`src/phy_link_cfg_pkg.sv`:
```
/*
  package for the physical-layer link control register bank: offsets,
  field positions, reset values and timing counts.
  assumes a 250 MHz core clock and a 12-bit configuration dword address.
*/
package phy_link_cfg_pkg;

  localparam int unsigned ADDR_W = 12;
  localparam logic [11:0] PHY_LINK_CONFIGURATION_OFS  = 12'h530;
  localparam logic [11:0] PHY_LINK_STATE_CONTROL_OFS  = 12'h540;
  localparam logic [11:0] CROSSLINK_SEQUENCE_SEED_OFS = 12'h55C;

  localparam int unsigned COMPAT_BIT      = 8;
  localparam int unsigned XLINK_DIS_BIT   = 11;
  localparam int unsigned SPEED_CTRL_BIT  = 14;
  localparam int unsigned RETRAIN_BIT     = 31;
  localparam int unsigned SEED_W          = 16;

  localparam logic        SPEED_CTRL_RST_DOWNSTREAM = 1'h0;
  localparam logic        SPEED_CTRL_RST_OTHER      = 1'h1;
  localparam logic [15:0] SEED_RST                  = 16'hFFFF;

  // upstream retrain delay
  localparam int unsigned CLK_MHZ          = 250;
  localparam int unsigned RETRAIN_DELAY_US = 1000;
  localparam int unsigned RETRAIN_DELAY_CYC = RETRAIN_DELAY_US * CLK_MHZ;
  localparam int unsigned DELAY_W          = 18;

  // prbs feedback taps x^16 + x^5 + x^4 + x^3 + 1
  localparam logic [15:0] PRBS_TAPS = 16'h0039;

endpackage

```
`src/seq_prbs_gen.sv`:
```
/*
  16-bit prbs generator used for crosslink operation.
  assumes load and advance come from logic on the same clock.
*/
module seq_prbs_gen (
  input  wire logic        sys_clk,
  input  wire logic        rst,
  input  wire logic        load,
  input  wire logic [15:0] seed,
  input  wire logic        advance,
  output logic      [15:0] state
);

  typedef struct packed {
    logic [15:0] lfsr;
  } prbs_state_t;

  prbs_state_t s_reg;
  prbs_state_t s_next;

  always_comb begin
    s_next = s_reg;
    if (load) begin
      s_next.lfsr = seed;
    end else if (advance) begin
      s_next.lfsr = {s_reg.lfsr[14:0], ^(s_reg.lfsr & phy_link_cfg_pkg::PRBS_TAPS)};
    end
  end

  always_ff @(posedge sys_clk) begin
    if (rst) begin
      s_reg.lfsr <= phy_link_cfg_pkg::SEED_RST;
    end else begin
      s_reg <= s_next;
    end
  end

  assign state = s_reg.lfsr;

endmodule

```
`src/phy_link_config_regs.sv`:
```
/*
  per-port physical-layer link control registers: compatibility mode,
  crosslink disable, initial speed change control, full retrain command
  and crosslink prbs seed.
  assumes a single-cycle register port on sys_clk, a completion
  acknowledge from the request layer, and strap/status inputs from
  logic on the same clock.
*/
// What this block does
// - compat bit set forces gen1 mode and clears undefined training-set bits.
// - crosslink-disable bit set makes training behave as if no crosslink.
// - speed control 0 requests gen2 change after first L0 from Detect, when gen2_permitted is set.
// - speed control 1 never self-starts speed change; stay at gen1.
// - speed control resets to 0 on downstream port, 1 otherwise.
// - writing 1 to retrain bit forces the training machine to Detect.
// - retrain bit always reads back zero.
// - write completion is sent before retrain takes effect.
// - upstream port applies retrain only 1 ms after the write.
// - 16-bit crosslink prbs seed, resets to all ones.
// - changing the seed reloads the prbs counter from the new seed.
module phy_link_config_regs (
  input  wire logic        sys_clk,
  input  wire logic        rst,
  input  wire logic [11:0] reg_addr,
  input  wire logic [31:0] reg_wdata,
  input  wire logic        reg_wr,
  input  wire logic        reg_rd,
  output logic      [31:0] reg_rdata,
  input  wire logic        port_is_downstream,
  input  wire logic        port_is_upstream,
  input  wire logic        cpl_sent,
  input  wire logic        ltssm_in_detect,
  input  wire logic        ltssm_in_l0,
  input  wire logic        gen2_permitted,
  input  wire logic        prbs_advance,
  output logic             gen1_compat_mode,
  output logic             ts_undefined_bits_clear,
  output logic             crosslink_training_en,
  output logic             speed_change_req,
  output logic             retrain_detect_pulse,
  output logic      [15:0] prbs_state
);

  typedef enum logic [3:0] {
    RT_IDLE  = 4'h1,
    RT_CPL   = 4'h2,
    RT_DELAY = 4'h4,
    RT_FIRE  = 4'h8
  } retrain_state_t;

  typedef struct packed {
    logic             first_gen_compat_enable;
    logic             crosslink_training_disable;
    logic             initial_speed_change_ctrl;
    logic [15:0]      seed;
    logic             seed_load;
    retrain_state_t   rt;
    logic [17:0]      delay_cnt;
    logic             up_at_write;
    logic             seen_detect;
    logic             speed_done;
    logic             speed_req;
    logic             retrain_pulse;
    logic             strap_taken;
    logic [31:0]      rdata;
  } regs_state_t;

  regs_state_t s_reg;
  regs_state_t s_next;
  logic [15:0] prbs_q;

  always_comb begin
    s_next               = s_reg;
    s_next.seed_load     = 1'b0;
    s_next.retrain_pulse = 1'b0;
    s_next.speed_req     = 1'b0;
    s_next.rdata         = 32'h0000_0000;

    // speed control reset value follows the port operating mode
    if (!s_reg.strap_taken) begin
      s_next.strap_taken = 1'b1;
      s_next.initial_speed_change_ctrl = port_is_downstream ?
        phy_link_cfg_pkg::SPEED_CTRL_RST_DOWNSTREAM :
        phy_link_cfg_pkg::SPEED_CTRL_RST_OTHER;
    end

    if (reg_wr) begin
      case (reg_addr)
        phy_link_cfg_pkg::PHY_LINK_CONFIGURATION_OFS: begin
          s_next.first_gen_compat_enable =
            reg_wdata[phy_link_cfg_pkg::COMPAT_BIT];
          s_next.crosslink_training_disable =
            reg_wdata[phy_link_cfg_pkg::XLINK_DIS_BIT];
          s_next.initial_speed_change_ctrl =
            reg_wdata[phy_link_cfg_pkg::SPEED_CTRL_BIT];
        end
        phy_link_cfg_pkg::PHY_LINK_STATE_CONTROL_OFS: begin
          if (reg_wdata[phy_link_cfg_pkg::RETRAIN_BIT] && s_reg.rt == RT_IDLE) begin
            s_next.rt          = RT_CPL;
            s_next.up_at_write = port_is_upstream;
            s_next.delay_cnt   = 18'h00000;
          end
        end
        phy_link_cfg_pkg::CROSSLINK_SEQUENCE_SEED_OFS: begin
          if (reg_wdata[15:0] != s_reg.seed) begin
            s_next.seed_load = 1'b1;
          end
          s_next.seed = reg_wdata[15:0];
        end
        default: begin
        end
      endcase
    end

    if (reg_rd) begin
      case (reg_addr)
        phy_link_cfg_pkg::PHY_LINK_CONFIGURATION_OFS: begin
          s_next.rdata[phy_link_cfg_pkg::COMPAT_BIT] = s_reg.first_gen_compat_enable;
          s_next.rdata[phy_link_cfg_pkg::XLINK_DIS_BIT] = s_reg.crosslink_training_disable;
          s_next.rdata[phy_link_cfg_pkg::SPEED_CTRL_BIT] = s_reg.initial_speed_change_ctrl;
        end
        phy_link_cfg_pkg::PHY_LINK_STATE_CONTROL_OFS: begin
          s_next.rdata = 32'h0000_0000;
        end
        phy_link_cfg_pkg::CROSSLINK_SEQUENCE_SEED_OFS: begin
          s_next.rdata[15:0] = s_reg.seed;
        end
        default: begin
          s_next.rdata = 32'h0000_0000;
        end
      endcase
    end

    // retrain sequencing: completion first, then upstream delay, then pulse
    case (s_reg.rt)
      RT_IDLE: begin
      end
      RT_CPL: begin
        if (s_reg.up_at_write) begin
          s_next.delay_cnt = s_reg.delay_cnt + 18'h00001;
        end
        if (cpl_sent) begin
          s_next.rt = s_reg.up_at_write ? RT_DELAY : RT_FIRE;
        end
      end
      RT_DELAY: begin
        s_next.delay_cnt = s_reg.delay_cnt + 18'h00001;
        if (s_reg.delay_cnt >= 18'(phy_link_cfg_pkg::RETRAIN_DELAY_CYC - 1)) begin
          s_next.rt = RT_FIRE;
        end
      end
      RT_FIRE: begin
        s_next.retrain_pulse = 1'b1;
        s_next.rt            = RT_IDLE;
        s_next.seen_detect   = 1'b0;
        s_next.speed_done    = 1'b0;
      end
      default: begin
        s_next.rt = RT_IDLE;
      end
    endcase

    // automatic gen2 change once per L0 entry from Detect
    if (ltssm_in_detect) begin
      s_next.seen_detect = 1'b1;
      s_next.speed_done  = 1'b0;
    end
    if (ltssm_in_l0 && s_reg.seen_detect && !s_reg.speed_done) begin
      s_next.speed_done = 1'b1;
      s_next.seen_detect = 1'b0;
      if (!s_reg.initial_speed_change_ctrl && gen2_permitted) begin
        s_next.speed_req = 1'b1;
      end
    end
  end

  always_ff @(posedge sys_clk) begin
    if (rst) begin
      s_reg.first_gen_compat_enable    <= 1'b0;
      s_reg.crosslink_training_disable <= 1'b0;
      s_reg.initial_speed_change_ctrl  <= phy_link_cfg_pkg::SPEED_CTRL_RST_OTHER;
      s_reg.seed                       <= phy_link_cfg_pkg::SEED_RST;
      s_reg.seed_load                  <= 1'b0;
      s_reg.rt                         <= RT_IDLE;
      s_reg.delay_cnt                  <= 18'h00000;
      s_reg.up_at_write                <= 1'b0;
      s_reg.seen_detect                <= 1'b0;
      s_reg.speed_done                 <= 1'b0;
      s_reg.speed_req                  <= 1'b0;
      s_reg.retrain_pulse              <= 1'b0;
      s_reg.strap_taken                <= 1'b0;
      s_reg.rdata                      <= 32'h0000_0000;
    end else begin
      s_reg <= s_next;
    end
  end

  seq_prbs_gen u_prbs (
    .sys_clk (sys_clk),
    .rst     (rst),
    .load    (s_reg.seed_load),
    .seed    (s_reg.seed),
    .advance (prbs_advance),
    .state   (prbs_q)
  );

  assign reg_rdata               = s_reg.rdata;
  assign gen1_compat_mode        = s_reg.first_gen_compat_enable;
  assign ts_undefined_bits_clear = s_reg.first_gen_compat_enable;
  assign crosslink_training_en   = ~s_reg.crosslink_training_disable;
  assign speed_change_req        = s_reg.speed_req;
  assign retrain_detect_pulse    = s_reg.retrain_pulse;
  assign prbs_state              = prbs_q;

endmodule

```
`config.mk`:
```
export PLATFORM = sky130hd
export DESIGN_NAME = phy_link_config_regs
export DESIGN_NICKNAME = d
export VERILOG_FILES = /design/src/phy_link_cfg_pkg.sv /design/src/seq_prbs_gen.sv /design/src/phy_link_config_regs.sv
export SDC_FILE = /design/constraint.sdc
export NUM_CORES = 1
export LEC_CHECK = 0
export ABC_AREA = 1
export BUFFER_PORTS_ARGS = -buffer_cell sky130_fd_sc_hd__buf_2
export CORE_AREA = 4 4 107 109
export DETAILED_ROUTE_END_ITERATION = 6
export DIE_AREA = 0 0 111 113
export HOLD_SLACK_MARGIN = 0.08
export PLACE_DENSITY = 0.6
export RECOVER_POWER = 25
export SETUP_SLACK_MARGIN = 0.1
export SYNTH_ARGS = -nofsm -noshare
export SYNTH_HDL_FRONTEND = slang
export SYNTH_SLANG_ARGS = --single-unit
```
`constraint.sdc`:
```
create_clock -name sys_clk -period 2 [get_ports sys_clk]
set_input_delay 0.4 -clock sys_clk [delete_from_list [all_inputs] [get_ports sys_clk]]
set_output_delay 0.4 -clock sys_clk [all_outputs]
set_load 0.01 [all_outputs]
```
==> summary.md <==
| Metric | Value |
|---|---|
| Antenna violations before repair | 0 |
| Synth cell count leaders | 117 x nand2_1, 80 x dfxtp_1, 72 x nand3_1 |
| Top-Level Pins | 108 |
| Number of library cell types mapped by synthesis | 34 |
| Worst setup SP type | primary input |
| Placed standard-cell area | 4440 um^2 |
| Worst EP required | 2.28 ns |
| Post-CTS Setup Bufs | 0 |
| Latest clock arrival within the worst-skew pair | between 0.3 and 0.4 ns |
| Pwr dens | 708 nW/um^2 |
| Result of the run | finished clean |
| Pin count of the biggest net entering global routing | 37 |
| Die Height | 113 um |
| Antenna diodes | 0 |
| Final hold violations | 0 |
| Most area-consuming cells after synthesis | dfxtp_1 39%, nand2_1 11%, nand3_1 8.8% |
| Number of iterations in the first detailed-routing pass | 4 |
| Sequential cell area fraction in the yosys report | about 39% |
| Width of the chip | 111 um |
| TNS Setup | 0 ns |
| Number of levels the H-tree was split into | 3 |
| Hold-fix buffers, CTS | 0 |
| Leading cell type by number of instances after synthesis | nand2_1 |
| Fin. max-slew vios | 0 |
| Avg WL per Cell | roughly 13 um |
| Critical path fanouts, max | 16 |
| Overall routing resource usage | 15.7% |
| Number of nets in the layout | 685 |
| Final critical-path share of the clock period | 86.3% |
| Highest clock frequency the design can meet | roughly 0.58 GHz |
| Die outline area | 12500 um^2 |
| FF+latch count, synth | 80 |
| Post-route cell area | about 4600 um^2 |
| Critical path class | in -> reg |
| Static leakage | 2.17 nW |
| Dominant cell type by area after synthesis | dfxtp_1 |
| Antenna-violating nets left | 0 |
| Fin crit period | 1.73 ns |
| Area occupied by registers | around 1600 um^2 |
| DRC violations left | 0 |
| Initial standard-cell utilization of the core | around two fifths |
| Count of standard-cell rows | 38 |
| Slew headroom | 46.9% |
| Total via count in the routed design | approximately 3800 |
| Post-detailed-route via-to-cell ratio | approximately 4.9 |
| CTS tree | done |
| Fillers | 1118 |
| Total area of multi-input combinational cells | slightly below 2000 um^2 |
| Setup repair after global routing missed its margin | false |
| Final setup violation count | 0 |
| Maximum resistive drop on vdd | 429 uV |
| DRC violation total after the first TritonRoute iteration | 235 |
| Arrival @ worst endpoint | roughly 2.0 ns |
| Total CTS buffers | 9 |
| Root cell of the clock tree | clkbuf_8 |
| Detailed placement HPWL | 7370 um |
| Port Buf Inserts | 76 |
| Most used flip-flop cell after synthesis | dfxtp_1 |
| DRT Wirelength | 9960 um |
| Flip-flop count of the largest register after layout | 45 |
| Clock net sink count | 80 |
| Worst Hold Class | in -> reg |
| Share of synthesized flip-flops with an asynchronous set or reset | 0% |
| Number of global-route vias before repair | 3425 |
| Number of cells produced by synthesis | 569 |
| Synthesis-to-finish area growth | 13.6% |
| Max_cap viols | 0 |
| Share of the synthesized area in the top cell type | 39.2% |
| Final estimated routing congestion in global placement | 0.881 |
| Worst setup skew after layout | between 0.01 and 0.015 ns |
| Number of gates given a new drive strength after cts | 0 |
| Worst-case clock buffer depth | 2 |
| Worst Tran Pin Value | 0.791 ns |
| Wire length of the first global-routing pass | around 16000 um |
| Final non-filler cell total | 774 |
| Cell Count Post-Placement | 758 |
| Element type at the critical path end | flip-flop |
| Overflow left after global routing | 0 |
| EDFF count, synth | 0 |
| Area of the core | 10600 um^2 |
| Layout cells sized above 1 | approximately a fifth |
| Mean instance size in the synthesized netlist | 7.19 um^2 |
| Register clock-pin slew on the reported worst setup and hold paths | around 0.090 ns |
| Synth Cell Area | 4090 um^2 |
| Syn. warnings | 0 |
==> cell usage in the layout (no fill, tap or decap), types with 2 or more instances in the layout <==
cell and count:
bufinv_16 2, or2_2 2, nor2_4 3, nand2_2 4
dfxtp_1 80, clkbuf_1 6, inv_8 2, conb_1 16
nor3_1 5, buf_4 11, buf_2 70, xnor2_1 10
nand2_1 117, nand3_1 72, nor2_2 11, a21oi_1 21
nand3b_1 3, nor2_1 68, clkbuf_2 2, nand4_1 21
nand3_2 2, inv_1 47, inv_6 2, xor2_1 6
clkbuf_8 9, o2111ai_1 15, o21ai_0 16
==> worst paths after layout <==
path                                          to           start  slack (ns)  depth (start not counted)
worst min-delay path            speed_change_req  gen2_permitted        0.26                          3
worst max register to register         s_reg[43]       s_reg[57]        0.44                          8
worst min register to register         s_reg[71]       s_reg[71]        0.47                          2
worst max-delay path               reg_rdata[11]     reg_addr[1]        0.27                          6
==> worst max-delay path, cell delays in order <==
cell	delay, ns
buf_2	0.10
nor2_2	0.15
nand2_2	0.06
nor3_1	0.61
nand3_4	0.42
o21ai_0	0.26
==> through the flow <==
step,setup WS [ns],hold WS (ns),total power [mW],utilization [%]
2_1_floorplan,0.605,0.420,1.84,-
3_3_place_gp,0.154,0.438,1.93,41.8
3_5_place_dp,0.154,0.442,1.93,41.8
4_1_cts,0.431,0.254,3.33,44.0
5_1_grt,0.176,0.256,3.43,43.8
6_report,0.274,0.265,3.29,43.8
==> kinds of logic after synthesis <==
logic type / share of synthesized area (%)
adders and majority gates: 0.306
and+or+nand+nor: 35.4
buffers and inverters: 13.4
DFF: 39.2
AOI/OAI and AO/OA: 8.29
other: 0.0917
xor gates and xnor gates: 3.43
==> layer usage <==
layer  part of all wire (%)  global-route usage [%]
met5                      0                       0
met4                   0.57                    4.02
met3                    5.9                    3.48
met2                     46                    26.0
met1                     48                    20.9
==> power breakdown <==
part / switching, mW / total, mW / internal [mW] / leakage [nW]
registers: 0.0228 / 1.64 / 1.62 / 0.650
clock network: 0.667 / 1.40 / 0.730 / 0.114
logic: 0.154 / 0.251 / 0.0978 / 1.40
==> final cells by class <==
type                            count  area share (%)
Multi-Input combinational cell    400            42.8
Sequential cell                    80            34.5
Timing Repair Buffer               89            10.0
Inverter                           49            3.96
Tap cell                          140            3.77
Clock buffer                        9            2.67
Clock inverter                      7            2.32
No activity file was read; power rests on OpenSTA's default activity.
